<file path="src/core/codec_status_params.svh">
// Offsets, field positions and reset values of the codec status bank
`ifndef CODEC_STATUS_PARAMS_SVH
`define CODEC_STATUS_PARAMS_SVH

// ****************************************************************
// Register indices (byte address is four times the index)
// ****************************************************************
`define IDX_INTERPOLATOR_STATUS    7'h18
`define IDX_DECIMATOR_STATUS       7'h28
`define IDX_DIGITAL_INPUT_STATUS   7'h59
`define IDX_RX_CHSTAT_LEFT_LOW     7'h5a
`define IDX_RX_CHSTAT_LEFT_MID     7'h5b
`define IDX_RX_CHSTAT_LEFT_HIGH    7'h5c
`define IDX_RX_CHSTAT_RIGHT_LOW    7'h5d
`define IDX_RX_CHSTAT_RIGHT_MID    7'h5e
`define IDX_RX_CHSTAT_RIGHT_HIGH   7'h5f
`define IDX_IRQ_STATUS             7'h60
`define IDX_IRQ_MASK               7'h61

// ****************************************************************
// Field positions
// ****************************************************************
`define POS_SILENCE_CH2_RIGHT      6
`define POS_SILENCE_CH2_LEFT       5
`define POS_SILENCE_CH1_RIGHT      4
`define POS_SILENCE_CH1_LEFT       3
`define POS_INTERP_MUTED           2
`define POS_INTERP_CH2_MUTED       1
`define POS_INTERP_CH1_MUTED       0
`define POS_DECIMATOR_MUTED        2
`define POS_DECIMATOR_OVERFLOW     0
`define POS_ENCODER_OUT_DISABLED   8
`define POS_BIPHASE_ERROR          1
`define POS_RX_LOCKED              0

// Interrupt status bits
`define IRQ_BLOCK_CAPTURED         0
`define IRQ_BIPHASE_ERROR          1
`define IRQ_OVERFLOW               2
`define IRQ_LOCK_CHANGE            3
`define IRQ_WORDLEN_RESERVED       4
`define IRQ_WIDTH                  5

// ****************************************************************
// Reset values and counts
// ****************************************************************
`define RST_CHSTAT                 40'h00_0000_0000
`define RST_IRQ                    5'h00
`define CHSTAT_BITS                40
`define CHSTAT_CNT_LAST            6'h27
`define READ_ZERO                  32'h0000_0000

`endif

</file>
<file path="src/core/codec_status_pkg.sv">
// Types shared by the codec status bank
package codec_status_pkg;

  // Live status levels from the codec core
  typedef struct packed {
    logic [3:0] silence;          // ch2 right, ch2 left, ch1 right, ch1 left
    logic       interpMuted;
    logic       interpCh2Muted;
    logic       interpCh1Muted;
    logic       decimatorMuted;
    logic       decimatorOverflow;
    logic       encoderOutputDisabled;
    logic       biphaseError;
    logic       rxLocked;
  } core_status_t;

  // One channel-status bit pair from the decoder
  typedef struct packed {
    logic valid;
    logic blockStart;
    logic bitLeft;
    logic bitRight;
  } chstat_bit_t;

  typedef enum logic [1:0] {CAP_IDLE, CAP_SHIFT, CAP_WAIT} cap_state_t;

endpackage

</file>
<file path="src/core/codec_status_readback.sv">
// Status register bank of the stereo codec, read-only except the IRQ mask and IRQ status clear, with Avalon-MM slave
`timescale 1ns/1ns
`include "codec_status_params.svh"

module codec_status_readback (
  // Clock and reset
  input  wire logic                          clk,
  input  wire logic                          resetn,
  // Avalon-MM slave
  input  wire logic [8:0]                    address,
  input  wire logic                          read,
  input  wire logic                          write,
  input  wire logic [3:0]                    byteenable,
  input  wire logic [31:0]                   writedata,
  output logic      [31:0]                   readdata,
  output logic                               waitrequest,
  // Codec core status and decoder stream
  input  wire codec_status_pkg::core_status_t coreStatus,
  input  wire codec_status_pkg::chstat_bit_t  chstatIn,
  // Interrupt
  output logic                               irq
);

  // ****************************************************************
  // Channel-status word-length decode
  // ****************************************************************
  function automatic logic wordLenReserved(input logic [3:0] code);
    // Pattern on bits 35..33 of 011 or 111 is reserved in both ranges
    wordLenReserved = (code[3:1] == 3'b011) || (code[3:1] == 3'b111);
  endfunction

  // ****************************************************************
  // Bus handshake
  // ****************************************************************
  logic        ack_ff;
  logic        nxt_ack;
  logic [31:0] readData_ff;
  logic [31:0] nxt_read;
  wire  logic  busReq    = read | write;
  wire  logic  writeTake = write & ack_ff;
  wire  logic [6:0] regIdx = address[8:2];

  // One wait cycle: data is registered in the first cycle, taken in the second
  assign nxt_ack     = busReq & ~ack_ff;
  assign waitrequest = busReq & ~ack_ff;

  always_ff @(posedge clk or negedge resetn) begin
    if (!resetn) begin
      ack_ff <= 1'b0;
    end else begin
      ack_ff <= nxt_ack;
    end
  end

  // ****************************************************************
  // Channel-status capture
  // ****************************************************************
  codec_status_pkg::cap_state_t capState_ff;
  codec_status_pkg::cap_state_t nxt_capState;
  logic [39:0] shiftLeft_ff;
  logic [39:0] shiftRight_ff;
  logic [39:0] chstatLeft_ff;
  logic [39:0] chstatRight_ff;
  logic [5:0]  bitCnt_ff;
  logic        lockPrev_ff;
  logic        errPrev_ff;
  logic        ovfPrev_ff;

  // Bit 0 arrives first and ends up in bit 0 of the captured word
  wire logic [39:0] nxt_shiftLeft  = {chstatIn.bitLeft, shiftLeft_ff[39:1]};
  wire logic [39:0] nxt_shiftRight = {chstatIn.bitRight, shiftRight_ff[39:1]};
  wire logic        startBit  = chstatIn.valid & chstatIn.blockStart & coreStatus.rxLocked;
  wire logic        lastBit   = (capState_ff == codec_status_pkg::CAP_SHIFT) &
                                chstatIn.valid & ~chstatIn.blockStart &
                                (bitCnt_ff == `CHSTAT_CNT_LAST);
  wire logic        blockDone = lastBit & coreStatus.rxLocked;
  wire logic [5:0]  nxt_bitCnt = startBit ? 6'h01 :
                                 (chstatIn.valid ? bitCnt_ff + 6'h01 : bitCnt_ff);

  always_comb begin
    nxt_capState = capState_ff;
    unique case (capState_ff)
      codec_status_pkg::CAP_IDLE: begin
        if (startBit) begin
          nxt_capState = codec_status_pkg::CAP_SHIFT;
        end
      end
      codec_status_pkg::CAP_SHIFT: begin
        // Loss of lock abandons the partial block
        if (!coreStatus.rxLocked) begin
          nxt_capState = codec_status_pkg::CAP_IDLE;
        end else if (blockDone) begin
          nxt_capState = codec_status_pkg::CAP_WAIT;
        end else if (startBit) begin
          nxt_capState = codec_status_pkg::CAP_SHIFT;
        end
      end
      codec_status_pkg::CAP_WAIT: begin
        if (!coreStatus.rxLocked) begin
          nxt_capState = codec_status_pkg::CAP_IDLE;
        end else if (startBit) begin
          nxt_capState = codec_status_pkg::CAP_SHIFT;
        end
      end
    endcase
  end

  always_ff @(posedge clk or negedge resetn) begin
    if (!resetn) begin
      capState_ff <= codec_status_pkg::CAP_IDLE;
      bitCnt_ff   <= 6'h00;
    end else begin
      capState_ff <= nxt_capState;
      bitCnt_ff   <= nxt_bitCnt;
    end
  end

  always_ff @(posedge clk or negedge resetn) begin
    if (!resetn) begin
      shiftLeft_ff  <= `RST_CHSTAT;
      shiftRight_ff <= `RST_CHSTAT;
    end else if (chstatIn.valid) begin
      shiftLeft_ff  <= nxt_shiftLeft;
      shiftRight_ff <= nxt_shiftRight;
    end
  end

  // Both sides are committed in one edge so a read never mixes blocks
  always_ff @(posedge clk or negedge resetn) begin
    if (!resetn) begin
      chstatLeft_ff  <= `RST_CHSTAT;
      chstatRight_ff <= `RST_CHSTAT;
    end else if (blockDone) begin
      chstatLeft_ff  <= nxt_shiftLeft;
      chstatRight_ff <= nxt_shiftRight;
    end
  end

  // ****************************************************************
  // Interrupt status and mask
  // ****************************************************************
  logic [`IRQ_WIDTH-1:0] irqStatus_ff;
  logic [`IRQ_WIDTH-1:0] irqMask_ff;
  logic [`IRQ_WIDTH-1:0] irqEvent;
  logic [`IRQ_WIDTH-1:0] irqClear;

  assign irqEvent[`IRQ_BLOCK_CAPTURED]   = blockDone;
  assign irqEvent[`IRQ_BIPHASE_ERROR]    = coreStatus.biphaseError & ~errPrev_ff;
  assign irqEvent[`IRQ_OVERFLOW]         = coreStatus.decimatorOverflow & ~ovfPrev_ff;
  assign irqEvent[`IRQ_LOCK_CHANGE]      = coreStatus.rxLocked ^ lockPrev_ff;
  assign irqEvent[`IRQ_WORDLEN_RESERVED] = blockDone &
                                           (wordLenReserved(nxt_shiftLeft[35:32]) |
                                            wordLenReserved(nxt_shiftRight[35:32]));

  wire logic selIrqStatus = writeTake & (regIdx == `IDX_IRQ_STATUS) & byteenable[0];
  wire logic selIrqMask   = writeTake & (regIdx == `IDX_IRQ_MASK) & byteenable[0];
  assign irqClear = selIrqStatus ? writedata[`IRQ_WIDTH-1:0] : `RST_IRQ;

  always_ff @(posedge clk or negedge resetn) begin
    if (!resetn) begin
      lockPrev_ff <= 1'b0;
      errPrev_ff  <= 1'b0;
      ovfPrev_ff  <= 1'b0;
    end else begin
      lockPrev_ff <= coreStatus.rxLocked;
      errPrev_ff  <= coreStatus.biphaseError;
      ovfPrev_ff  <= coreStatus.decimatorOverflow;
    end
  end

  // A new event in the clearing cycle wins over the clear
  always_ff @(posedge clk or negedge resetn) begin
    if (!resetn) begin
      irqStatus_ff <= `RST_IRQ;
      irqMask_ff   <= `RST_IRQ;
    end else begin
      irqStatus_ff <= (irqStatus_ff & ~irqClear) | irqEvent;
      if (selIrqMask) begin
        irqMask_ff <= writedata[`IRQ_WIDTH-1:0];
      end
    end
  end

  assign irq = |(irqStatus_ff & irqMask_ff);

  // ****************************************************************
  // Read-only status words
  // ****************************************************************
  wire logic [15:0] interpWord = {9'h000,
                                  coreStatus.silence,
                                  coreStatus.interpMuted,
                                  coreStatus.interpCh2Muted,
                                  coreStatus.interpCh1Muted};
  wire logic [15:0] decimWord  = {13'h0000,
                                  coreStatus.decimatorMuted,
                                  1'b0,
                                  coreStatus.decimatorOverflow};
  wire logic [15:0] dinWord    = {7'h00,
                                  coreStatus.encoderOutputDisabled,
                                  6'h00,
                                  coreStatus.biphaseError,
                                  coreStatus.rxLocked};

  // Reads have no side effect; writes do nothing except at the IRQ status (clear) and IRQ mask indices
  always_comb begin
    nxt_read = `READ_ZERO;
    unique case (regIdx)
      `IDX_INTERPOLATOR_STATUS:  nxt_read = {16'h0000, interpWord};
      `IDX_DECIMATOR_STATUS:     nxt_read = {16'h0000, decimWord};
      `IDX_DIGITAL_INPUT_STATUS: nxt_read = {16'h0000, dinWord};
      `IDX_RX_CHSTAT_LEFT_LOW:   nxt_read = {16'h0000, chstatLeft_ff[15:0]};
      `IDX_RX_CHSTAT_LEFT_MID:   nxt_read = {16'h0000, chstatLeft_ff[31:16]};
      `IDX_RX_CHSTAT_LEFT_HIGH:  nxt_read = {24'h00_0000, chstatLeft_ff[39:32]};
      `IDX_RX_CHSTAT_RIGHT_LOW:  nxt_read = {16'h0000, chstatRight_ff[15:0]};
      `IDX_RX_CHSTAT_RIGHT_MID:  nxt_read = {16'h0000, chstatRight_ff[31:16]};
      `IDX_RX_CHSTAT_RIGHT_HIGH: nxt_read = {24'h00_0000, chstatRight_ff[39:32]};
      `IDX_IRQ_STATUS:           nxt_read = {27'h000_0000, irqStatus_ff};
      `IDX_IRQ_MASK:             nxt_read = {27'h000_0000, irqMask_ff};
      default:                   nxt_read = `READ_ZERO;
    endcase
  end

  always_ff @(posedge clk or negedge resetn) begin
    if (!resetn) begin
      readData_ff <= `READ_ZERO;
    end else if (read & ~ack_ff) begin
      readData_ff <= nxt_read;
    end
  end

  assign readdata = readData_ff;
endmodule // codec_status_readback

</file>
<file path="config.mk">
export PLATFORM = sky130hd
export DESIGN_NAME = codec_status_readback
export DESIGN_NICKNAME = d
export VERILOG_FILES = /design/src/core/codec_status_pkg.sv /design/src/core/codec_status_readback.sv
export VERILOG_INCLUDE_DIRS = /design/src /design/src/core
export SDC_FILE = /design/constraint.sdc
export NUM_CORES = 1
export LEC_CHECK = 0
export ABC_CLOCK_PERIOD_IN_PS = 1780
export BUFFER_PORTS_ARGS = -buffer_cell sky130_fd_sc_hd__buf_2
export CORE_UTILIZATION = 40
export CTS_CLUSTER_DIAMETER = 150
export CTS_CLUSTER_SIZE = 24
export DETAILED_ROUTE_END_ITERATION = 8
export PLACE_DENSITY_LB_ADDON = 0.08
export SLEW_MARGIN = 20
export SYNTH_ARGS = -nofsm -noshare
export SYNTH_HDL_FRONTEND = slang
export SYNTH_SLANG_ARGS = --single-unit
</file>
<file path="constraint.sdc">
create_clock -name clk -period 1.78 [get_ports clk]
set_input_delay 0.089 -clock clk [delete_from_list [all_inputs] [get_ports clk]]
set_output_delay 0.089 -clock clk [all_outputs]
set_load 0.05 [all_outputs]
</file>
==> impl_results.md <==
* Outcome: finished, final reports clean
* Fin. max-slew vios at 0
* Hold_sp: chstatIn[2]
* Crit end category: register
* Sequential area share after synthesis at 0.573
* CTS Sinks at 196
* Post-Route WL at 21700 um
* Layout area overhead at 20.6%
* Multi-input logic area at 3420 sq um
* Detailed-route via count at 6052
* Period utilization at 0.956
* Ant. Diodes at 0
* Max Root-Sink Buffers at 2
* Worst skew pair latency at 0.43 ns
* Asr flop ratio synth at 1.00
* WHS Path Cells at 4
* Synth Instances at 804
* 1st-iter DRT viols at 367
* Worst Hold End: bitCnt_ff[1]
* Buffers on Ports at 50
* CTS Buf Count at 17
* Reg2Reg Setup Slack at 0.08 ns
* Crit path DAT at 2.07 ns
* H-tree depth at 4
* Synthesized cell area at 8560 sq um
* Rows at 53
* Drt pass-1 iters at 5
* Hold Crit Class: in2reg
* First-pass GRT wire length at 32500 um
* Initial antenna violation count at 0
* GPL Wtd Cong at 0.902
* Reg2reg end: chstatLeft_ff[38]
* Routed len/inst at 18.4 um
* Starting density of the core at 0.407
* Post-route ant nets at 0
* I/O Pins at 99
* Synth top cells by count: nand2_1 (274), dfrtp_1 (196), mux2_2 (89)
* Ys Warns at 0
* Synth cell types at 51
* Leak Pwr at 5.15 nW
* Peak fanout along the critical path at 7
* Reg2reg start: capState_ff[1]
* Via density per instance at 5.13
* Min cycle time layout at 1.70 ns
* Hold WS at 0.0614 ns
* Slew headroom at 0.631
* Register area at 4900 sq um
* Finished Core Util at 0.491
* Top cells by area, synth: dfrtp_1 (57%), nand2_1 (12%), mux2_2 (12%), mux2i_1 (2.0%), buf_4 (1.6%)
* Peak VDD IR at 0.000536 V
* Core area at 21000 sq um
* Maximum capacitance violations at 0
* Mapped Avg Cell Area at 10.6 sq um
* F_max at 0.588 GHz
* Clk root buf: clkbuf_16
* Share of layout cells above drive strength 1 at 0.257
* Global route overflow at 0
* Die height at 148 um
* DRC viols at 0
* Most frequent cell after synthesis: nand2_1
* PD cells at 1040 nW/um^2
* FF-to-FF path depth at 9
* Nets at 959
* Post-DP HPWL at 13900 um
* Crit start category: register
* Fill count at 1920
* RSZ-0062 raised after global routing: no
* Die ar. at 22000 sq um
* Yosys top cell by area: dfrtp_1
* Chip width at 148 um
* CP required at 2.15 ns
* Final Hold Vio Count at 0
* GRT Total Usage at 0.194
* Slew at the pin closest to its max-slew limit at 0.552 ns
* Register clock-pin slew on the reported worst setup and hold paths at 0.08 ns
* Yosys reg bits at 196
* Ys flop type: dfrtp_1
* Clock Skew at 0.0117 ns
* Vias in the first global route at 6014
* CTS tree: done
* Post-synth EDFFs at 0
* Final setup viols at 0
* Pin count of the biggest net entering global routing at 83
* Top cell type's share of synthesized area at 0.573
* CP Class: reg2reg
## kinds of logic after synthesis
logic type	share of synthesized area
compound gates	0.0716
simple gates	0.170
fa+ha+maj	0.00439
flops	0.573
xor+xnor	0.00409
other cells	0.000438
mux	0.137
buf+inv	0.0392
## through the flow
step	worst slack, ns	cells	TNS (ns)	total power, mW	area, sq um
CTS	0.0319	1165	0	10.8	9990
floorplan	0.104	819	0	6.41	8610
global placement	-0.312	1118	-0.312	6.87	9250
detailed placement	-0.263	1118	-0.276	6.94	9250
global route	0.00542	1179	0	11.3	10300
finish	0.0786	1179	0	10.7	10300
## worst max-delay path: stages (launching register included)
cell	delay (ns)
dfrtp_1	0.39
inv_2	0.08
ha_4	0.12
nor4b_4	0.17
and3_4	0.24
and2_4	0.19
buf_12	0.15
clkbuf_16	0.16
nand2_1	0.06
nand2_1	0.06
## cells in the final DEF (no fill, tap or decap), types with 3 or more instances in the layout
master | Yosys | routed
mux2i_1 | 17 | 17
a21oi_1 | 9 | 9
nor2b_1 | 8 | 8
buf_4 | 18 | 28
nor2_1 | 22 | 22
and3_1 | 7 | 6
buf_2 | 13 | 48
mux2_2 | 89 | 89
buf_6 | 1 | 4
a32o_1 | 4 | 4
a32oi_1 | 3 | 3
conb_1 | 1 | 16
inv_6 | 0 | 4
clkinv_4 | 0 | 3
nand2b_1 | 3 | 3
o31ai_1 | 3 | 3
nand2_1 | 274 | 271
xor2_1 | 4 | 4
clkinv_8 | 0 | 3
dlygate4sd3_1 | 0 | 15
dfrtp_1 | 196 | 196
buf_12 | 0 | 7
a22o_1 | 6 | 6
clkbuf_16 | 0 | 25
a22oi_1 | 17 | 17
a21o_1 | 4 | 4
nor3_1 | 7 | 7
inv_1 | 6 | 5
a211oi_1 | 6 | 6
o21ai_0 | 20 | 20
nand3_1 | 4 | 4
## power breakdown
group	switching (mW)	internal, mW	leakage, nW
registers	0.544	5.08	2.61
clock network	1.83	2.00	0.282
logic	0.589	0.701	2.26
## registers in the layout, summed over array words and instances, names as in the netlist
name,cells
ack_ff,1
bitCnt_ff,6
capState_ff,2
chstatLeft_ff,40
chstatRight_ff,40
errPrev_ff,1
irqMask_ff,5
irqStatus_ff,5
lockPrev_ff,1
ovfPrev_ff,1
readdata,16
shiftLeft_ff,39
shiftRight_ff,39
## layer usage
metal	share of wire	global-route usage	up-vias
met1	0.45	0.259	3036
met2	0.49	0.314	130
met4	0.018	0.0711	0
met3	0.043	0.0365	23
li1	-	-	2863
met5	0	0	-
## worst max path at each step
stage | startpoint | endpoint | cells after the start
after global routing | capState_ff[1] | chstatRight_ff[21] | 9
final | capState_ff[1] | chstatLeft_ff[38] | 9
after detailed placement | address[3] | readdata[8] | 7
after floorplan | capState_ff[1] | chstatLeft_ff[0] | 9
after global placement | address[3] | readdata[8] | 7
after CTS | capState_ff[1] | chstatRight_ff[35] | 8
## cell type report
cell class	count	area share
Clock buffer	18	0.0416
Clock inverter	14	0.0161
Inverter	6	0.00218
Multi-Input combinational cell	558	0.332
Sequential cell	196	0.475
Tap cell	275	0.0333
Timing Repair Buffer	112	0.0996
## timing repair
item	in CTS	in global routing
pin swaps	0	3
hold buffers	15	0
setup buffers	0	3
endpoints found under the setup margin	4	84
gates resized for setup	2	13
endpoints found under the hold margin	77	0
gates cloned	0	11
Note: power is estimated with default switching activity, not from simulation.
